==> src/shared/ipr_pkg.sv <==
// Overview of operation
// - The display interrupt priority bit sits at bit 6, software may read and write it, and reset sets it to one.
// - The serial receive priority bit sits at bit 5, reads as one after reset and no software write changes it.
// - The serial transmit priority bit sits at bit 4, reads as one after reset and no software write changes it.
// - Bits 7, 3 and 0 are not implemented, always read as zero and ignore every write.
`default_nettype none
package ipr_pkg;

    // byte address of the one priority register on the bus
    localparam logic [31:0] REG3_OFFSET          = 32'h0000_0000;

    // bit positions inside the register
    localparam int          DISPLAY_BIT          = 6;
    localparam int          SERIAL_RX_BIT        = 5;
    localparam int          SERIAL_TX_BIT        = 4;
    localparam int          CAPCOMP_B_BIT        = 2;
    localparam int          CAPCOMP_A_BIT        = 1;

    // per-bit layout and value after reset
    localparam logic [7:0]  REG3_RESET_VALUE     = 8'h76;
    localparam logic [7:0]  REG3_IMPL_MASK       = 8'h76;
    localparam logic [7:0]  REG3_WRITE_MASK      = 8'h46;
    localparam logic [7:0]  REG3_READONLY_MASK   = 8'h30;

    localparam int          REG_WIDTH            = 8;
    localparam int          DATA_WIDTH           = 32;
    localparam int          STRB_WIDTH           = 4;

    // cycles from the first access-phase cycle to pready
    localparam int          ACCESS_WAIT_CYCLES   = 0;

    typedef enum logic [1:0] {
        IPR_ST_IDLE   = 2'b01,
        IPR_ST_ACCESS = 2'b10
    } ipr_bus_state_type;

endpackage
`default_nettype wire

==> src/hdl/ipr_field_bit.sv <==
`timescale 1ns/100ps
`default_nettype none
module ipr_field_bit #(
    parameter bit IMPLEMENTED = 1'b1,
    parameter bit WRITABLE    = 1'b1,
    parameter bit RESET_VALUE = 1'b0
) (
    // clock and reset
    input  wire logic clock,
    input  wire logic reset_n,
    // software write
    input  wire logic write_enable,
    input  wire logic write_data,
    // stored value
    output var  logic value
);

    generate
        if (IMPLEMENTED) begin : g_impl
            logic next_value;

            always_comb begin
                next_value = value;
                if (!reset_n) begin
                    next_value = RESET_VALUE;
                end else if (WRITABLE && write_enable) begin
                    next_value = write_data;
                end
            end

            always_ff @(posedge clock) begin
                value <= next_value;
            end

            // read-only cells never move once out of reset
            if (!WRITABLE) begin : g_ro

            end
        end else begin : g_unimpl
            // unimplemented positions carry no storage
            assign value = 1'b0;
        end
    endgenerate
endmodule
`default_nettype wire

==> src/hdl/ipr_reg3_apb.sv <==
`timescale 1ns/100ps
`default_nettype none
module ipr_reg3_apb #(
    parameter int ADDR_WIDTH = 12
) (
    // clock and reset
    input  wire logic                          clock,
    input  wire logic                          reset_n,
    // apb slave
    input  wire logic                          psel,
    input  wire logic                          penable,
    input  wire logic                          pwrite,
    input  wire logic [ADDR_WIDTH-1:0]         paddr,
    input  wire logic [ipr_pkg::DATA_WIDTH-1:0] pwdata,
    input  wire logic [ipr_pkg::STRB_WIDTH-1:0] pstrb,
    output var  logic [ipr_pkg::DATA_WIDTH-1:0] prdata,
    output var  logic                          pready,
    output var  logic                          pslverr,
    // priority selects toward the interrupt logic
    output var  logic [ipr_pkg::REG_WIDTH-1:0] priority_levels,
    output var  logic                          display_irq_priority,
    output var  logic                          serial_rx_irq_priority,
    output var  logic                          serial_tx_irq_priority,
    output var  logic                          capcomp_b_irq_priority,
    output var  logic                          capcomp_a_irq_priority
);

    generate
        if (ADDR_WIDTH < 3 || ADDR_WIDTH > 32) begin : g_bad_width
            $error("ipr_reg3_apb: ADDR_WIDTH must lie between 3 and 32");
        end
    endgenerate

    localparam logic [ADDR_WIDTH-3:0] REG3_WORD = ipr_pkg::REG3_OFFSET[ADDR_WIDTH-1:2];

    ipr_pkg::ipr_bus_state_type        state;
    ipr_pkg::ipr_bus_state_type        next_state;
    logic [ipr_pkg::DATA_WIDTH-1:0]    next_prdata;
    logic                              addr_error;
    logic                              next_addr_error;

    logic                              reg3_hit;
    logic                              setup_phase;
    logic                              access_done;
    logic                              reg3_write;
    logic [ipr_pkg::REG_WIDTH-1:0]     reg3_value;

    // -------- address decode --------

    assign reg3_hit    = (paddr[ADDR_WIDTH-1:2] == REG3_WORD);
    assign setup_phase = psel && !penable;

    // -------- handshake --------

    // zero-wait slave: the first access-phase cycle completes the transfer
    always_comb begin
        pready  = (state == ipr_pkg::IPR_ST_ACCESS) && psel && penable;
        pslverr = pready && addr_error;
    end

    assign access_done = pready;

    // byte lane 0 holds the whole register, other lanes are ignored
    assign reg3_write = access_done && pwrite && reg3_hit && pstrb[0];

    // -------- bus state, read data and error flag --------

    always_comb begin
        next_state      = state;
        next_prdata     = prdata;
        next_addr_error = addr_error;
        if (!reset_n) begin
            next_state      = ipr_pkg::IPR_ST_IDLE;
            next_prdata     = '0;
            next_addr_error = 1'b0;
        end else begin
            case (state)
                ipr_pkg::IPR_ST_IDLE: begin
                    if (setup_phase) begin
                        next_state      = ipr_pkg::IPR_ST_ACCESS;
                        next_addr_error = !reg3_hit;
                        next_prdata     = '0;
                        if (!pwrite && reg3_hit) begin
                            // upper bits of the word read as zero
                            next_prdata[ipr_pkg::REG_WIDTH-1:0] = reg3_value;
                        end
                    end
                end
                ipr_pkg::IPR_ST_ACCESS: begin
                    if (access_done) begin
                        next_state = ipr_pkg::IPR_ST_IDLE;
                    end else if (!psel) begin
                        // master dropped the transfer; resynchronise
                        next_state = ipr_pkg::IPR_ST_IDLE;
                    end
                end
                default: begin
                    next_state = ipr_pkg::IPR_ST_IDLE;
                end
            endcase
        end
    end

    always_ff @(posedge clock) begin
        state      <= next_state;
        prdata     <= next_prdata;
        addr_error <= next_addr_error;
    end

    // -------- register cells --------

    genvar bit_idx;
    generate
        for (bit_idx = 0; bit_idx < ipr_pkg::REG_WIDTH; bit_idx++) begin : g_cell
            // writable mask keeps read-only and absent bits out of the write path
            ipr_field_bit #(
                .IMPLEMENTED (ipr_pkg::REG3_IMPL_MASK[bit_idx]),
                .WRITABLE    (ipr_pkg::REG3_WRITE_MASK[bit_idx]),
                .RESET_VALUE (ipr_pkg::REG3_RESET_VALUE[bit_idx])
            ) u_cell (
                .clock        (clock),
                .reset_n      (reset_n),
                .write_enable (reg3_write),
                .write_data   (pwdata[bit_idx]),
                .value        (reg3_value[bit_idx])
            );
        end
    endgenerate

    // -------- priority outputs --------

    assign priority_levels        = reg3_value;
    assign display_irq_priority   = reg3_value[ipr_pkg::DISPLAY_BIT];
    assign serial_rx_irq_priority = reg3_value[ipr_pkg::SERIAL_RX_BIT];
    assign serial_tx_irq_priority = reg3_value[ipr_pkg::SERIAL_TX_BIT];
    assign capcomp_b_irq_priority = reg3_value[ipr_pkg::CAPCOMP_B_BIT];
    assign capcomp_a_irq_priority = reg3_value[ipr_pkg::CAPCOMP_A_BIT];
endmodule
`default_nettype wire

==> config.mk <==
export PLATFORM = sky130hd
export DESIGN_NAME = ipr_reg3_apb
export DESIGN_NICKNAME = d
export VERILOG_FILES = /design/src/shared/ipr_pkg.sv /design/src/hdl/ipr_field_bit.sv /design/src/hdl/ipr_reg3_apb.sv
export SDC_FILE = /design/constraint.sdc
export NUM_CORES = 1
export LEC_CHECK = 0
export BUFFER_PORTS_ARGS = -buffer_cell sky130_fd_sc_hd__buf_4
export CELL_PAD_IN_SITES_DETAIL_PLACEMENT = 0
export CELL_PAD_IN_SITES_GLOBAL_PLACEMENT = 1
export CORE_UTILIZATION = 17
export DETAILED_ROUTE_END_ITERATION = 10
export PLACE_DENSITY = 0.84
export SKIP_CTS_REPAIR_TIMING = 1
export SYNTH_ARGS = -nofsm -noshare
export SYNTH_HDL_FRONTEND = slang
export SYNTH_SLANG_ARGS = --single-unit
==> constraint.sdc <==
create_clock -name clock -period 1 [get_ports clock]
set_input_delay 0.1 -clock clock [delete_from_list [all_inputs] [get_ports clock]]
set_output_delay 0.1 -clock clock [all_outputs]
set_load 0.01 [all_outputs]
**Word level (Yosys, flattened, before mapping)**

Index checks and enable logic that the tools add are counted.

- Register bits after elaboration: 14
- Bits of input ports: 53
- Output and inout port bits: 47
- Word-level logic and storage cells: 29

- Equal/unequal tests: 4
- Mux-type cells: 5
- Reduce and logical (&&, ||, !) cells: 14

Operator list:

| operator | number |
|---|---|
| 10-bit logical NOT | 1 |
| 1-bit logical AND | 8 |
| 7-bit two-way mux | 1 |
| 2-bit two-way mux | 3 |
| 2-bit one-hot mux with 2 select lines | 1 |
| 2-bit AND reduction | 2 |
| 1-bit logical NOT | 3 |
| 3-bit inequality test, second input constant | 1 |
| 2-bit by 1-bit == test with 1-bit output, second input constant | 1 |
| 2-bit == test, second input constant | 1 |
| 2-bit inequality test, second input constant | 1 |

**Depth between registers and ports, before layout**

- Depth in word-level cells: 6
- Mapped depth: 4
- Mapped depth without buffers: 3

**Cells and area by module**

From an unflattened synthesis, not the netlist that was laid out.

- Cells, all modules: 105
- Area, all modules: 895.9 µm²

By module, submodules not included:

| module | instances | cells each | area each (µm²) | sequential area each (µm²) |
|---|---|---|---|---|
| ipr_reg3_apb | 1 | 86 | 738.2 | 220.2 |
| ipr_field_bit (g_cell[1].u_cell ...) | 3 | 3 | 33.8 | 20.0 |
| ipr_field_bit (g_cell[0].u_cell ...) | 5 | 2 | 11.3 | 0.0 |

**Worst setup path after synthesis**

OpenSTA, ideal clock, no wires.

- Kind: reg2reg
- Start point: register state[0]
- End point: register g_cell[1].u_cell.value
- Library setup time: 72 ps
- Data arrival time: 1067 ps
- Required time: 928 ps
- Path slack: -139 ps
- Stages on the path, launching flop included: 5
- Buffers on the path: 1
- Clock period less this slack: 1139 ps
- Path through: dfxtp_1 -> and4b_1 -> and4_1 -> buf_4 -> mux2i_1

- Word-level cells in the longest chain between the ends: 6

RTL lines:

| what | line | text |
|---|---|---|
| from (decl) | ipr_reg3_apb.sv:36 | `ipr_pkg::ipr_bus_state_type state;` |
| from (signal assigned) | ipr_reg3_apb.sv:105 | `state <= next_state;` |
| 2-bit == test | ipr_reg3_apb.sv:57 | `pready = (state == ipr_pkg::IPR_ST_ACCESS) && psel && penable;` |
| 1-bit logical AND (2 in series) | ipr_reg3_apb.sv:57 |  |
| net pready | ipr_reg3_apb.sv:17 | `output var logic pready,` |
| 1-bit logical AND (3 in series) | ipr_reg3_apb.sv:64 | `assign reg3_write = access_done && pwrite && reg3_hit && pstrb[0];` |
| to (signal assigned) | ipr_field_bit.sv:32 | `value <= next_value;` |
| to (decl) | ipr_field_bit.sv:15 | `output var logic value` |

The timed path passes the listed nets, and every way through them passes these cells.
A chain may end at the register's enable or synchronous reset.

**Worst setup path after layout**

- Start point: register state[0]
- End point: output port pslverr

- Word-level cells in the longest chain between the ends: 4

RTL lines:

| what | line | text |
|---|---|---|
| 2-bit == test | ipr_reg3_apb.sv:57 |  |
| 1-bit logical AND (2 in series) | ipr_reg3_apb.sv:57 |  |
| 1-bit logical AND | ipr_reg3_apb.sv:58 | `pslverr = pready && addr_error;` |
| to (decl) | ipr_reg3_apb.sv:18 | `output var logic pslverr,` |

Every way passes these cells.

==> metrics.csv <==
metric,value,unit
Num CTS Buffers,3,
drt wl/cell,7.75,microns
most instantiated cells after synthesis,"buf_4 (39), dfxtp_1 (10), nor2b_1 (7)",
Antenna Nets Post-Route,0,
worst setup skew after layout,6.39,ps
CP Class,reg -> out,
ys async rst share,0,
max-cap violations,0,
routed wire length on met3,143,microns
GPL Wtd Cong,0.651,
Synth Flop Type,dfxtp_1,
post-route minimum period,1230,ps
IO Count,100,
Vias/cell,3.42,
"Slew Viols, Final",0,
CP Max Fanout,3,
Yosys cell types,23,
RSZ-0062 raised after global routing,yes,
CTS tree,yes,
gr usage total,0.0590,
CTS Buffer Depth,2,
status,finished with violations,
Mapped Area,773,sq um
DRT iter0 DRCs,22,
first-pass GRT wire length,2210,microns
register area,203,sq um
yosys warns,0,
via count,599,
vias in the first global route,519,
hpwl dp,1140,microns
"count leader, synth",buf_4,
Hold Crit Class,in -> reg,
Initial Util,0.178,
Syn Area/Cell,8.79,sq um
Synth Instances,88,
Residual DRC,0,
FILL cells,471,
Finished Layout Cells,175,
"CTS clk-pin slew, worst paths",50,ps
Max VDD drop,303,uV
Reg2Reg Setup Slack,-150,ps
"top cells by area, synth","buf_4 (38%), dfxtp_1 (26%), nor2b_1 (5.7%)",
Cells after DPL,169,
Final Hold Violating Endpoints,0,
Die ar.,4820,sq um
leading area contributor after synthesis,buf_4,
sequential share of the synthesized area,0.259,
NumNets Final,177,
Area Overhead vs Synth,32.5,%
Routed WL,1360,microns
Die Wd,69.4,microns
setup ws final,-232,ps
Final setup viols,9,
"EDFF count, synth",0,
clk_lat worst skew,240,ps
GRT overflow,0,
IO Port Bufs,31,
Critical Path AT,1130,ps
Worst Setup End Kind,output pin,
largest net degree at the start of global routing,16,
row count,24,
final worst-path cycle share,1.23,
metal2 WL,719,microns
Metal-1 WL,466,microns
Yosys reg bits,10,
initial antenna violation count,0,
P_leak,0.502,nW
Inserted Diodes,0,
chip height,69.4,microns
layout cells sized above 1,0.407,
multi-input logic area,398,sq um
"Req. time, crit path",900,ps
H-tree depth,1,
Setup crit start kind,flip-flop,
fmax,812,MHz
pre-CTS setup slack,-147,ps
Yosys top cell area share,0.379,
CTS root buffer,clkbuf_8,
CTS sink cnt,10,
Top Layer Used,met4,
failing checks,setup timing,
PD cells,1070,nW/um^2
First-pass DRT Iterations,2,
core area,4350,sq um
## kinds of logic after synthesis
| group | Yosys count | share of synthesized area |
|---|---|---|
| buffers and inverters | 41 | 0.388 |
| XOR/XNOR | 1 | 0.0113 |
| flip-flops | 10 | 0.259 |
| multiplexers | 3 | 0.0388 |
| AND/OR/NAND/NOR | 26 | 0.246 |
| AO/OA/AOI/OAI | 5 | 0.0469 |
| other | 2 | 0.00971 |
## path summary, 6_finish.rpt
kind | start | endpoint | depth (start not counted)
max | state[0]$_SDFFE_PN1P_ | pslverr | 4
min | pwdata[6] | g_cell[6].u_cell.value$_SDFFE_PN1P_ | 3
max reg2reg | state[0]$_SDFFE_PN1P_ | g_cell[1].u_cell.value$_SDFFE_PN1P_ | 4
min reg2reg | prdata[2]$_SDFFE_PN0P_ | prdata[2]$_SDFFE_PN0P_ | 2
## power by group
part           internal (mW)  switching (mW)  leakage (nW)  total [mW]
Sequential             0.407         0.00336        0.0812       0.410
Clock                  0.346           0.156        0.0288       0.502
Combinational         0.0840           0.104         0.392       0.188
## layout by cell type, fill, tap and decap left out
cell type	count
dfxtp_2	2
clkbuf_8	4
nor3_1	1
nor4_4	2
mux2i_1	3
and2_4	1
xor2_1	1
and4b_1	1
dfxtp_1	8
buf_4	37
nand2b_1	1
nor2b_1	7
a21boi_1	1
and3_1	1
nand2_1	6
nor4bb_1	1
nand4_1	2
o211a_1	1
nor2_1	1
and4bb_2	1
o22ai_1	3
and4_4	1
inv_1	1
conb_1	34
buf_6	2
## worst max-delay path, cell delays in order (launching register included)
cell and delay [ps]:
dfxtp_2 310, and4b_1 250, buf_4 110, and2_4 120, buf_6 90
## per-layer routing
metal,vias up,track usage
met5,-,0
met4,0,0.0272
met3,5,0.0320
met2,34,0.104
met1,271,0.0560
li1,289,-
## state kept, by name, summed over array words and instances (netlist names)
| name | count |
|---|---|
| prdata | 4 |
| g_cell.u_cell.value | 3 |
| state | 2 |
| addr_error | 1 |
## metrics by stage
stage / power, mW / area [sq um] / utilization / hold WS (ps) / setup TNS [ps]
2_1_floorplan: 0.608 / 895 / - / 266 / -487
3_3_place_gp: 0.598 / 941 / 0.216 / 366 / -783
3_5_place_dp: 0.599 / 941 / 0.216 / 373 / -914
4_1_cts: 1.11 / 996 / 0.229 / 121 / -1320
5_1_grt: 1.15 / 1020 / 0.235 / 157 / -2020
6_report: 1.10 / 1020 / 0.235 / 120 / -1180
## final cells by class
class                           count  share of cell area
Inverter                            1             0.00366
Timing Repair Buffer               39               0.293
Sequential cell                    10               0.198
Multi-Input combinational cell     69               0.388
Clock buffer                        4              0.0537
Tap cell                           52              0.0635
Note: power is estimated with default switching activity, not from simulation.
